==> src/rtl/ors_pkg.sv <==
// constants for the octet receive silo block
// shared by the top module and the silo buffer
package ors_pkg;
    // register offsets within the octet (byte addresses)
    localparam logic [2:0] OFS_CTRL = 3'h0;
    localparam logic [2:0] OFS_LPAR = 3'h2;
    localparam logic [2:0] OFS_RXB = 3'h4;
    // receive buffer word fields
    localparam int RXB_DV = 15;
    localparam int RXB_OVR = 14;
    localparam int RXB_FERR = 13;
    localparam int RXB_PERR = 12;
    localparam int RXB_DSC = 11;
    localparam int RXB_LINE_LO = 8;
    localparam int ENTRY_W = 15;
    // line parameter fields
    localparam int LP_SEL_W = 3;
    localparam int LP_CLEN_LO = 3;
    localparam int LP_PEN = 5;
    localparam int LP_EVEN = 6;
    localparam int LP_STORE_W = 13;
    localparam int CLEN_BASE = 5;
    // character length codes
    localparam logic [1:0] CLEN_5 = 2'h0;
    localparam logic [1:0] CLEN_6 = 2'h1;
    localparam logic [1:0] CLEN_7 = 2'h2;
    localparam logic [1:0] CLEN_8 = 2'h3;
    // reset values and the alarm off value
    localparam logic [7:0] ALARM_RESET = 8'h01;
    localparam logic [2:0] PTR_RESET = 3'h0;
    localparam logic [7:0] ALARM_OFF = 8'h00;
    // timing and sizes
    localparam int CLK_PERIOD_NS = 100;
    localparam int MS_NS = 1000000;
    localparam int CYC_PER_MS = MS_NS / CLK_PERIOD_NS;
    localparam int SILO_DEPTH = 64;
    localparam int NUM_LINES = 8;
endpackage

==> src/rtl/ors_silo_if.sv <==
// carrier between the top module and the silo buffer
// one clock domain, push and pop are single-cycle strobes
`timescale 1ns/1ps
interface ors_silo_if #(parameter int W = 15) ();
    logic push;
    logic pop;
    logic flush;
    logic [W-1:0] wdata;
    logic [W-1:0] rdata;
    logic empty;
    logic full;
    modport owner (output push, output pop, output flush, output wdata,
                   input rdata, input empty, input full);
    modport silo (input push, input pop, input flush, input wdata,
                  output rdata, output empty, output full);
endinterface

==> src/rtl/ors_silo.sv <==
// receive silo storage: first in, first out array of entries
// push when full is ignored; pop when empty is ignored
`timescale 1ns/1ps
module ors_silo #(
    parameter int DEPTH = ors_pkg::SILO_DEPTH,
    parameter int W = ors_pkg::ENTRY_W
) (
    input wire logic mclk,
    input wire logic resetn,
    ors_silo_if.silo sif
);
    localparam int AW = $clog2(DEPTH);
    localparam logic [AW:0] DEPTH_CNT = (AW+1)'(DEPTH);

    logic [W-1:0] mem [DEPTH];
    logic [AW-1:0] rd_ptr_q;
    logic [AW-1:0] wr_ptr_q;
    logic [AW:0] count_q;
    logic do_push;
    logic do_pop;

    assign do_push = sif.push && !sif.full;
    assign do_pop = sif.pop && !sif.empty;
    assign sif.empty = (count_q == '0);
    assign sif.full = (count_q == DEPTH_CNT);
    assign sif.rdata = sif.empty ? '0 : mem[rd_ptr_q];

    always_ff @(posedge mclk) begin
        if (do_push) begin
            mem[wr_ptr_q] <= sif.wdata;
        end
    end

    // pointers wrap at depth, so depth is a power of two
    always_ff @(posedge mclk) begin
        if (!resetn || sif.flush) begin
            rd_ptr_q <= '0;
            wr_ptr_q <= '0;
            count_q <= '0;
        end else begin
            if (do_push) begin
                wr_ptr_q <= wr_ptr_q + 1'b1;
            end
            if (do_pop) begin
                rd_ptr_q <= rd_ptr_q + 1'b1;
            end
            case ({do_push, do_pop})
                2'b10: count_q <= count_q + 1'b1;
                2'b01: count_q <= count_q - 1'b1;
                default: count_q <= count_q;
            endcase
        end
    end
endmodule

==> src/rtl/ors_top.sv <==
// octet receive path: line parameters, popping receive silo, silo alarm
// host reaches registers over a 16-bit octet register port; receivers and
// modem logic on the same clock present characters and change notices
//
// Function
// char length code 00..11 selects five to eight data bits
// parameter write low three bits choose the line being stored
// parameter read returns line chosen by control register pointer
// each receive buffer read returns oldest entry and pops it
// silo holds characters with status and modem change notices
// reset or bus init empties the silo
// host must not use read-modify-write cycles on offset four
// top bit set while data present; other bits meaningful then
// valid flag clear after reset, init, or when silo empty
// overrun flag marks entries after characters lost to full silo
// framing error when first stop bit sampled at spacing level
// parity error when parity enabled and character parity wrong
// software trusts error flags only when change bit clear
// change entry: change flag set, byte zero, line number given
// every entry carries three-bit line number
// character right aligned, parity stripped, high bits zero
// alarm register shares offset four, word-written, low byte timeout
// interrupt when data sat in silo for programmed timeout
// alarm timer restarts on silo read, reset and init
// timeout zero disables the alarm
// timeout n gives about n milliseconds
// reset and init load the timeout with one
// reset and init clear the control register line pointer
// read of empty silo returns valid clear, restarts timer
// timer ticks only while silo holds data
`timescale 1ns/1ps
module ors_top #(
    parameter int DEPTH = ors_pkg::SILO_DEPTH,
    parameter int CYC_PER_MS = ors_pkg::CYC_PER_MS
) (
    input wire logic mclk,
    input wire logic resetn,
    input wire logic bus_init,
    input wire logic [2:0] bus_addr,
    input wire logic [1:0] bus_be,
    input wire logic bus_rd,
    input wire logic bus_wr,
    input wire logic [15:0] bus_wdata,
    output logic [15:0] bus_rdata,
    output logic bus_rvalid,
    input wire logic rx_char_valid,
    input wire logic [2:0] rx_char_line,
    input wire logic [8:0] rx_char_raw,
    input wire logic rx_stop_level,
    input wire logic dsc_valid,
    input wire logic [2:0] dsc_line,
    output logic alarm_irq
);
    localparam int NL = ors_pkg::NUM_LINES;
    localparam int PW = ors_pkg::LP_STORE_W;
    localparam int TW = $clog2(CYC_PER_MS);
    localparam logic [TW-1:0] TICK_LAST = TW'(CYC_PER_MS - 1);

    ors_silo_if #(.W(ors_pkg::ENTRY_W)) sif ();

    ors_silo #(
        .DEPTH(DEPTH),
        .W(ors_pkg::ENTRY_W)
    ) u_silo (
        .mclk(mclk),
        .resetn(resetn),
        .sif(sif.silo)
    );

    logic clr;
    logic sel_ctrl;
    logic sel_lpar;
    logic sel_rxb;
    logic word_wr;
    logic rxb_read;
    logic [2:0] line_ptr_q;
    logic [PW-1:0] lpar_q [NL];
    logic [7:0] alarm_timeout_q;
    logic [7:0] alarm_ms_q;
    logic [TW-1:0] tick_cnt_q;
    logic alarm_q;
    logic [NL-1:0] lost_q;
    logic [NL-1:0] dsc_pend_q;
    logic [15:0] rdata_q;
    logic rvalid_q;

    assign clr = !resetn || bus_init;
    assign sel_ctrl = (bus_addr == ors_pkg::OFS_CTRL);
    assign sel_lpar = (bus_addr == ors_pkg::OFS_LPAR);
    assign sel_rxb = (bus_addr == ors_pkg::OFS_RXB);
    assign word_wr = bus_wr && (bus_be == 2'h3);
    assign rxb_read = bus_rd && sel_rxb;

    // octet control register: only the line pointer lives here
    always_ff @(posedge mclk) begin
        if (clr) begin
            line_ptr_q <= ors_pkg::PTR_RESET;
        end else if (bus_wr && sel_ctrl && bus_be[0]) begin
            line_ptr_q <= bus_wdata[2:0];
        end
    end

    // per-line parameter store, bits 15:3 of the written word
    genvar gl;
    generate
        for (gl = 0; gl < NL; gl++) begin : g_line
            logic hit;
            assign hit = bus_wr && sel_lpar && (bus_wdata[2:0] == 3'(gl));
            always_ff @(posedge mclk) begin
                if (clr) begin
                    lpar_q[gl] <= '0;
                end else if (hit) begin
                    if (bus_be[0]) begin
                        lpar_q[gl][4:0] <= bus_wdata[7:3];
                    end
                    if (bus_be[1]) begin
                        lpar_q[gl][PW-1:5] <= bus_wdata[15:8];
                    end
                end
            end
        end
    endgenerate

    // alarm timeout register, word writes only
    always_ff @(posedge mclk) begin
        if (clr) begin
            alarm_timeout_q <= ors_pkg::ALARM_RESET;
        end else if (word_wr && sel_rxb) begin
            alarm_timeout_q <= bus_wdata[7:0];
        end
    end

    // ---- incoming character decode ----
    logic [PW-1:0] rx_par;
    logic [1:0] rx_clen;
    logic rx_pen;
    logic rx_even;
    logic [7:0] rx_mask;
    logic [7:0] rx_data;
    logic rx_pbit;
    logic rx_perr;
    logic rx_ferr;

    assign rx_par = lpar_q[rx_char_line];
    assign rx_clen = rx_par[ors_pkg::LP_CLEN_LO-3 +: 2];
    assign rx_pen = rx_par[ors_pkg::LP_PEN-3];
    assign rx_even = rx_par[ors_pkg::LP_EVEN-3];

    // data bit mask and parity bit position from length code
    always_comb begin
        rx_mask = 8'hff;
        rx_pbit = rx_char_raw[8];
        case (rx_clen)
            ors_pkg::CLEN_5: begin
                rx_mask = 8'h1f;
                rx_pbit = rx_char_raw[5];
            end
            ors_pkg::CLEN_6: begin
                rx_mask = 8'h3f;
                rx_pbit = rx_char_raw[6];
            end
            ors_pkg::CLEN_7: begin
                rx_mask = 8'h7f;
                rx_pbit = rx_char_raw[7];
            end
            ors_pkg::CLEN_8: begin
                rx_mask = 8'hff;
                rx_pbit = rx_char_raw[8];
            end
            default: begin
                rx_mask = 8'hff;
                rx_pbit = rx_char_raw[8];
            end
        endcase
    end

    assign rx_data = rx_char_raw[7:0] & rx_mask;
    // odd parity: total ones odd; even parity: total ones even
    assign rx_perr = rx_pen && ((^{rx_data, rx_pbit}) == rx_even);
    assign rx_ferr = !rx_stop_level;

    // ---- silo fill ----
    logic char_push;
    logic char_lost;
    logic dsc_push;
    logic [2:0] dsc_sel;
    logic [ors_pkg::ENTRY_W-1:0] char_entry;
    logic [ors_pkg::ENTRY_W-1:0] dsc_entry;

    assign char_push = rx_char_valid && !sif.full;
    assign char_lost = rx_char_valid && sif.full;

    always_comb begin
        char_entry = '0;
        char_entry[ors_pkg::RXB_OVR] = lost_q[rx_char_line];
        char_entry[ors_pkg::RXB_FERR] = rx_ferr;
        char_entry[ors_pkg::RXB_PERR] = rx_perr;
        char_entry[ors_pkg::RXB_LINE_LO +: 3] = rx_char_line;
        char_entry[7:0] = rx_data;
    end

    // lowest pending modem line goes first
    always_comb begin
        dsc_sel = '0;
        for (int i = NL - 1; i >= 0; i--) begin
            if (dsc_pend_q[i]) begin
                dsc_sel = 3'(i);
            end
        end
    end

    // change notice waits while a character takes the slot or silo is full
    assign dsc_push = (dsc_pend_q != '0) && !rx_char_valid && !sif.full;

    always_comb begin
        dsc_entry = '0;
        dsc_entry[ors_pkg::RXB_DSC] = 1'b1;
        dsc_entry[ors_pkg::RXB_LINE_LO +: 3] = dsc_sel;
    end

    assign sif.push = char_push || dsc_push;
    assign sif.wdata = char_push ? char_entry : dsc_entry;
    assign sif.flush = bus_init;
    assign sif.pop = rxb_read;

    // per-line lost and pending flags; a new event wins over its clear
    generate
        for (gl = 0; gl < NL; gl++) begin : g_flag
            always_ff @(posedge mclk) begin
                if (clr) begin
                    lost_q[gl] <= 1'b0;
                end else if (char_lost && rx_char_line == 3'(gl)) begin
                    lost_q[gl] <= 1'b1;
                end else if (char_push && rx_char_line == 3'(gl)) begin
                    lost_q[gl] <= 1'b0;
                end
            end
            always_ff @(posedge mclk) begin
                if (clr) begin
                    dsc_pend_q[gl] <= 1'b0;
                end else if (dsc_valid && dsc_line == 3'(gl)) begin
                    dsc_pend_q[gl] <= 1'b1;
                end else if (dsc_push && dsc_sel == 3'(gl)) begin
                    dsc_pend_q[gl] <= 1'b0;
                end
            end
        end
    endgenerate

    // ---- register read ----
    logic [15:0] rd_mux;

    always_comb begin
        rd_mux = '0;
        if (sel_ctrl) begin
            rd_mux[2:0] = line_ptr_q;
        end else if (sel_lpar) begin
            rd_mux[15:3] = lpar_q[line_ptr_q];
        end else if (sel_rxb) begin
            rd_mux[ors_pkg::RXB_DV] = !sif.empty;
            rd_mux[ors_pkg::ENTRY_W-1:0] = sif.rdata;
        end
    end

    // read answer one cycle after the strobe, held until the next read, reset or init
    always_ff @(posedge mclk) begin
        if (clr) begin
            rdata_q <= '0;
        end else if (bus_rd) begin
            rdata_q <= rd_mux;
        end
    end

    always_ff @(posedge mclk) begin
        if (!resetn) begin
            rvalid_q <= 1'b0;
        end else begin
            rvalid_q <= bus_rd;
        end
    end

    assign bus_rdata = rdata_q;
    assign bus_rvalid = rvalid_q;

    // ---- silo alarm timer ----
    logic timer_restart;
    logic ms_tick;

    assign timer_restart = clr || rxb_read || sif.empty;
    assign ms_tick = (tick_cnt_q == TICK_LAST);

    // millisecond prescaler, runs only while data waits
    always_ff @(posedge mclk) begin
        if (timer_restart) begin
            tick_cnt_q <= '0;
        end else if (ms_tick) begin
            tick_cnt_q <= '0;
        end else begin
            tick_cnt_q <= tick_cnt_q + 1'b1;
        end
    end

    // whole milliseconds waited, saturating
    always_ff @(posedge mclk) begin
        if (timer_restart) begin
            alarm_ms_q <= '0;
        end else if (ms_tick && alarm_ms_q != 8'hff) begin
            alarm_ms_q <= alarm_ms_q + 8'h01;
        end
    end

    // alarm level holds until read, reset or silo empties
    always_ff @(posedge mclk) begin
        if (timer_restart) begin
            alarm_q <= 1'b0;
        end else if (alarm_timeout_q != ors_pkg::ALARM_OFF && alarm_ms_q >= alarm_timeout_q) begin
            alarm_q <= 1'b1;
        end
    end

    assign alarm_irq = alarm_q;
endmodule

==> config.mk <==
export PLATFORM = sky130hd
export DESIGN_NAME = ors_top
export DESIGN_NICKNAME = d
export VERILOG_FILES = /design/src/rtl/ors_pkg.sv /design/src/rtl/ors_silo_if.sv /design/src/rtl/ors_silo.sv /design/src/rtl/ors_top.sv
export SDC_FILE = /design/constraint.sdc
export NUM_CORES = 1
export LEC_CHECK = 0
export ABC_AREA = 1
export BUFFER_PORTS_ARGS = -buffer_cell sky130_fd_sc_hd__buf_2
export CORE_MARGIN = 1
export CORE_UTILIZATION = 35
export DETAILED_ROUTE_END_ITERATION = 8
export PLACE_DENSITY = 0.59
export SETUP_SLACK_MARGIN = 0.4
export SKIP_CTS_REPAIR_TIMING = 1
export SLEW_MARGIN = 10
export SYNTH_ARGS = -nofsm -noshare
export SYNTH_HDL_FRONTEND = slang
export SYNTH_SLANG_ARGS = --single-unit
==> constraint.sdc <==
create_clock -name mclk -period 6 [get_ports mclk]
set_clock_uncertainty 0.05 [all_clocks]
set_input_delay 1.2 -clock mclk [delete_from_list [all_inputs] [get_ports mclk]]
set_output_delay 1.2 -clock mclk [all_outputs]
set_load 0.05 [all_outputs]
==> impl_metrics.yaml, run 1 <==
status:
  status: "completed"
floorplanning:
  floorplan.initialDensity_pct: 35.2
  fp.dieH_um: 371
  ios: 62
  die_x_um: 371
  rows: 135
  core_um2: 135000
  die_area_um2: 138000
timing:
  final.setup.tns_ps: 0
  report.final.slew_viol_count: 0
  fin_crit_ps: 4150
  fmax_mhz: 241
  setup_violations: 0
  timing.slew.headroom_pct: 16.6
  rsz0062_at_grt: "false"
  period_share_pct: 69.1
  worst_pin_slew_ps: 1250
  hold_violations: 0
place:
  io_buffers: 61
  routabilityCongestion: 0.852
  dp_hpwl_mm: 74.6
layout:
  syn_to_final_growth_pct: 13.7
  drive_above_1_share_pct: 9.60
  final_common_cell: "edfxtp_1"
  fin_util_pct: 40.0
  nFillCells: 12711
  layout_common_cells: "edfxtp_1, nor2_1, nand2_1, o21ai_0, o22ai_1"
  nets: 4240
synthesis:
  postSynthAreaPerCell_um2: 11.5
  synth_cell_type_count: 50
  ys.flop_type: "edfxtp_1"
  yosysWarnings: 0
  synth_edf_count: 1064
  syn_inst: 4135
  netlist_area_um2: 47600
  synth.top_cell.area_share_pct: 67.1
  ys_seq_area_share_pct: 71.1
  synth_top_cell_by_area: "edfxtp_1"
  synth_nets: 4194
  synth_area_leaders: "edfxtp_1, o21ai_0, nor2_1"
  ys_ff_latch: 1159
  synthArstFlopShare_pct: 0
setup_path:
  path_cells: "nor2_1 -> nand3_1 -> nor3_1 -> nor2_2 -> nor2_4 -> ha_1 -> xor2_1 -> ha_1 -> a21oi_1 -> o21ai_0 -> nand2_1 -> a21oi_1 -> nand2_1 -> nand3b_1 -> nand3_1 -> o21ai_0 -> a21oi_1"
  rr_worst_depth: 17
  critPathKind: "register to register"
  crit_fanout: 11
  crit_required_ps: 6550
  crit_top_cell: "a21oi_1"
  reg2reg_to: "u_silo.count_q[6]"
  rrSetupSlack_ps: 1850
  crit_arrival_ps: 4700
  cp-end-kind: "register"
  cp-start-kind: "register"
  slowest_stage: "nor3_1"
  r2r_start: "u_silo.count_q[0]"
  max_stage_delay_ps: 800
routing:
  vias: 32323
  drtIter0Drc: 3341
  firstDrtPassIters: 7
  final_antenna_net_count: 0
  wl_per_cell_um: 21.6
  drc: 0
  via_per_inst: 5.33
  drt-total-wl_mm: 131
clock_network:
  h-tree-depth: 3
  clockRootBuffer: "clkbuf_16"
  cts_buffer_depth: 3
  cts_num_sinks: 1159
  clock_latency_ps: 720
  cts_made_buffers: 116
  clkTransAtPathRegs_ps: 60
  cts_tree: "yes"
global_routing:
  grt_usage_pct: 18.6
  gr-total-overflow: 0
  grt_pass1_wl_mm: 194
  antenna_found_initial: 7
  grt_max_degree: 199
  grt_pass1_vias: 30468
min_path:
  holdPathStages: 1
  min_from: "u_silo.rd_ptr_q[5]"
  worstHoldEndpoint: "u_silo.rd_ptr_q[5]"
  hp-class: "register to register"
power:
  p_leak_uw: 0.0188
  p_per_area_nw_per_um2: 314
  ir_worst_vdd_uv: 239
job:
  drv_cap: 0
==> metal layers <==
metal	vias up	wire length [um]	GRT usage, %
li1	14986	-	-
met1	15845	56300	25.7
met2	1285	60600	29.9
met3	199	9880	2.97
met4	8	3910	6.10
met5	-	45	0
==> sequential cells by signal (all words and copies together), names as in the netlist, named ones only <==
| signal | flops |
|---|---|
| alarm_irq | 1 |
| u_silo.mem | 960 |
| tick_cnt_q | 14 |
| u_silo.wr_ptr_q | 6 |
| u_silo.rd_ptr_q | 6 |
| dsc_pend_q | 8 |
| line_ptr_q | 3 |
| lost_q | 8 |
| alarm_ms_q | 8 |
| lpar_q | 104 |
| bus_rdata | 16 |
| bus_rvalid | 1 |
| u_silo.count_q | 7 |
| alarm_timeout_q | 8 |
==> cell families after synthesis <==
kind of cell,count (synthesis),synth area share [%]
AOI/OAI and AO/OA,986,11.6
xor gates and xnor gates,14,0.257
adders and majority gates,15,0.394
buffers and inverters,379,3.38
DFF,1159,71.1
and+or+nand+nor,1582,13.3
==> Yosys cell counts (13+ instances only) <==
master and instances:
a21oi_1 132, a22oi_1 13, buf_1 18, buf_2 60, buf_4 14, clkbuf_1 145, dfxtp_1 95, edfxtp_1 1064
ha_1 15, inv_1 112, nand2_1 626, nand3_1 161, nor2_1 717, nor3_1 31, o21ai_0 538, o21ai_1 14
o221ai_1 43, o22ai_1 209, or2_2 17
==> power breakdown <==
group,internal [uW],switching [uW],leakage [uW],total (uW)
Combinational,129,435,0.00625,564
Sequential,8890,28.8,0.0106,8920
Clock,4390,3160,0.00195,7550
Total,13400,3630,0.0188,17000
==> layout make-up <==
type                    count  area [um2]  share of cell area, %
inverters                 134         522                  0.963
diodes                      2        5.00                0.00924
flip-flops and latches   1159       33900                   62.5
well taps                1781        2230                   4.11
clock inverters            89        1030                   1.89
multi-input cells        2597       12300                   22.7
clock buffers             131        2960                   5.46
repair buffers            173        1250                   2.31
==> critical path: cells and delay by family (launching register included) <==
family / cells / cell delay [ps]
AND/OR/NAND/NOR: 9 / 2140
adder cells (fa/ha/maj): 2 / 640
AO/OA/AOI/OAI: 5 / 610
flip-flops: 1 / 340
XOR/XNOR: 1 / 240
==> how the worst max path moves through the flow <==
stage	startpoint	endpoint	slack, ps	depth (start not counted)
6_report	u_silo.count_q[0]	u_silo.count_q[6]	1850	17
5_1_grt	u_silo.count_q[4]	u_silo.count_q[6]	1490	18
4_1_cts	u_silo.count_q[1]	u_silo.count_q[6]	1830	17
3_5_place_dp	rx_char_line[0]	u_silo.mem[52][12]	1800	12
3_3_place_gp	u_silo.count_q[0]	u_silo.count_q[6]	1890	17
2_1_floorplan	rx_char_valid	u_silo.mem[0][8]	1030	4
==> metrics by stage <==
stage	power [uW]	instance area [um2]	hold slack, ps	setup slack, ps	cells
after CTS	17100	54100	400	1830	6063
after floorplan	9400	47600	369	1030	4135
after global placement	9640	50200	389	1890	5843
final	17000	54200	395	1850	6066
after detailed placement	9650	50200	391	1800	5843
after global routing	17500	54200	413	1490	6064
Power figures use the tool's default switching activity.
==> run 2, diff against run 1 <==
Settings changed: ABC_AREA 1 to 0.
Clock period 6 ns to 4.2 ns, I/O delays scaled along.
==> run 2 against run 1 <==
- first-iteration DRC count decreased by 36%
- setup slack got worse by 1400 ps
- critical path depth down 4
- critical path type unchanged
- fmax is 9.6% higher
- via count shrank 27%
- hold slack got worse by 36 ps
- wire length is 15% lower
- sequential power grew 42%
- design area fell by 1.0%
==> impl_metrics.yaml, run 2 <==
timing:
  period_share_pct: 90.1
  fmax_mhz: 264
  rsz0062_at_grt: "true"
  hold_violations: 0
  worst_pin_slew_ps: 1180
  fin_crit_ps: 3780
  final.setup.tns_ps: 0
  report.final.slew_viol_count: 0
  setup_violations: 0
  timing.slew.headroom_pct: 20.4
status:
  status: "completed"
synthesis:
  synth_cell_type_count: 59
  synth.top_cell.area_share_pct: 68.9
  syn_inst: 2380
  netlist_area_um2: 46400
  ys.flop_type: "edfxtp_1"
  synth_edf_count: 1064
  synth_nets: 2439
  synth_area_leaders: "edfxtp_1, mux4_2, dfxtp_1"
  synth_top_cell_by_area: "edfxtp_1"
  synthArstFlopShare_pct: 0
  postSynthAreaPerCell_um2: 19.5
  ys_seq_area_share_pct: 73.0
  yosysMostFrequentCell: "edfxtp_1"
  ys_ff_latch: 1159
  yosysWarnings: 0
  synth_common_cells: "edfxtp_1, mux4_2, nor2_1"
global_routing:
  grt_max_degree: 65
  grt_util_met3_pct: 2.78
  grt_pass1_vias: 23875
  grtUsageMet1_pct: 22.8
  grt_usage_pct: 16.6
  gr-total-overflow: 0
  antenna_found_initial: 5
  grt_pass1_wl_mm: 164
  grt_use_met2_pct: 27.3
  grt.busiest_layer: "met2"
power:
  p_leak_uw: 0.0167
  ir_worst_vdd_uv: 370
  p_per_area_nw_per_um2: 440
setup_path:
  path_cells: "or4_4 -> or4_4 -> nand2b_1 -> nor2_2 -> ha_1 -> xor2_1 -> ha_1 -> a21oi_2 -> o21ai_0 -> a221oi_2 -> xor2_1 -> or3_1 -> a21oi_1"
  slowest_stage: "or4_4"
  crit_fanout: 8
  cp-end-kind: "register"
  critPathKind: "register to register"
  crit_path_start: "u_silo.count_q[0]"
  rr_worst_depth: 13
  max_stage_delay_ps: 580
  crit_arrival_ps: 4330
  r2r_start: "u_silo.count_q[0]"
  crit_required_ps: 4750
  rrSetupSlack_ps: 420
  reg2reg_to: "u_silo.count_q[4]"
  cp-start-kind: "register"
clock_network:
  h-tree-depth: 3
  cts_num_sinks: 1159
  clock_latency_ps: 690
  cts_buffer_depth: 3
  cts_tree: "yes"
  clkTransAtPathRegs_ps: 60
  cts_made_buffers: 118
  clockRootBuffer: "clkbuf_16"
layout:
  final_common_cell: "edfxtp_1"
  regMostFlops: "u_silo.mem"
  drive_above_1_share_pct: 27.5
  fin_cells: 4458
  nets: 2659
  syn_to_final_growth_pct: 15.6
  largest_reg_flops: 960
  layout_common_cells: "edfxtp_1, mux4_2, nor2_1, buf_4, clkbuf_16"
routing:
  wl_per_cell_um: 25.1
  firstDrtPassIters: 7
  via_per_inst: 5.26
  drc: 0
  drtIter0Drc: 2152
  vias: 23435
  final_antenna_net_count: 0
  drt-total-wl_mm: 112
floorplanning:
  ios: 62
  floorplan.initialDensity_pct: 35.3
  fp.dieH_um: 366
  die_area_um2: 134000
  die_x_um: 366
  rows: 133
  core_um2: 131000
place:
  routabilityCongestion: 0.875
  placed_cells_incl_taps: 4234
  dp_hpwl_mm: 71.7
  io_buffers: 61
min_path:
  worstHoldEndpoint: "bus_rvalid"
  holdPathStages: 2
  min_from: "resetn"
  hp-class: "primary input to register"
job:
  drv_cap: 0
-- run 2: changes by cell type after synthesis, moves of 74 or more --
cell / delta
nor2_1: -548
mux2i_1: +74
o22ai_1: -202
nand2_1: -555
a21oi_1: -102
clkbuf_1: -88
nand3_1: -143
o21ai_0: -492
and2_1: +110
inv_1: -97
mux4_2: +315
-- run 2: critical path, delay by kind of cell, from the launching register on --
| family | cells | cell delay (ps) |
|---|---|---|
| flip-flops | 1 | 360 |
| XOR/XNOR | 2 | 310 |
| AND/OR/NAND/NOR | 5 | 1680 |
| adder cells (fa/ha/maj) | 2 | 410 |
| AO/OA/AOI/OAI | 4 | 890 |
-- run 2: report_power, final --
part	internal, uW	switching, uW	leakage, uW
Clock	5980	4290	0.00182
Sequential	12700	32.4	0.0106
Combinational	191	428	0.00429
Total	18800	4750	0.0167
-- run 2: how the worst max path moves through the flow --
stage	to	slack [ps]	depth (start not counted)
5_1_grt	u_silo.count_q[4]	320	13
4_1_cts	u_silo.count_q[4]	50	13
6_report	u_silo.count_q[4]	420	13
3_3_place_gp	u_silo.count_q[5]	170	13
2_1_floorplan	u_silo.mem[0][12]	380	8
3_5_place_dp	u_silo.count_q[4]	20	13
-- run 2: final cells by class --
class                      count  area (um2)
inverter                      16        61.3
sequential                  1159       33900
tap                         1755        2200
clock inverter                64         634
antenna                        2        5.00
clock buffer                 157        3150
fill                       11592       77800
multi-input combinational   1089       12100
timing repair buffer         216        1640
-- run 2: layer usage --
metal / part of all wire [%] / vias up
met5: 0 / -
met4: 2.1 / 0
met3: 5.6 / 155
met2: 49 / 719
met1: 43 / 12487
li1: - / 10074
-- run 2: through the flow --
| stage | util, % | setup slack [ps] | hold slack (ps) | total power, uW | area, um2 |
|---|---|---|---|---|---|
| floorplan | - | 379 | 380 | 13300 | 46500 |
| global placement | 37.9 | 171 | 391 | 13500 | 49800 |
| detailed placement | 37.9 | 20.2 | 424 | 13600 | 49800 |
| CTS | 40.8 | 53.8 | 317 | 23800 | 53600 |
| global route | 40.8 | 322 | 336 | 24200 | 53600 |
| finish | 40.8 | 416 | 359 | 23600 | 53600 |
-- run 2: cell families (layout without fill, tap and decap cells) --
family,count (synthesis),after routing,share of synthesized area [%]
DFF,1159,1159,73.0
xor gates and xnor gates,42,42,0.793
muxes,406,406,17.3
and+or+nand+nor,472,472,5.11
adders and majority gates,15,15,0.405
AOI/OAI and AO/OA,154,154,2.10
other,0,2,0
buffers and inverters,132,453,1.33
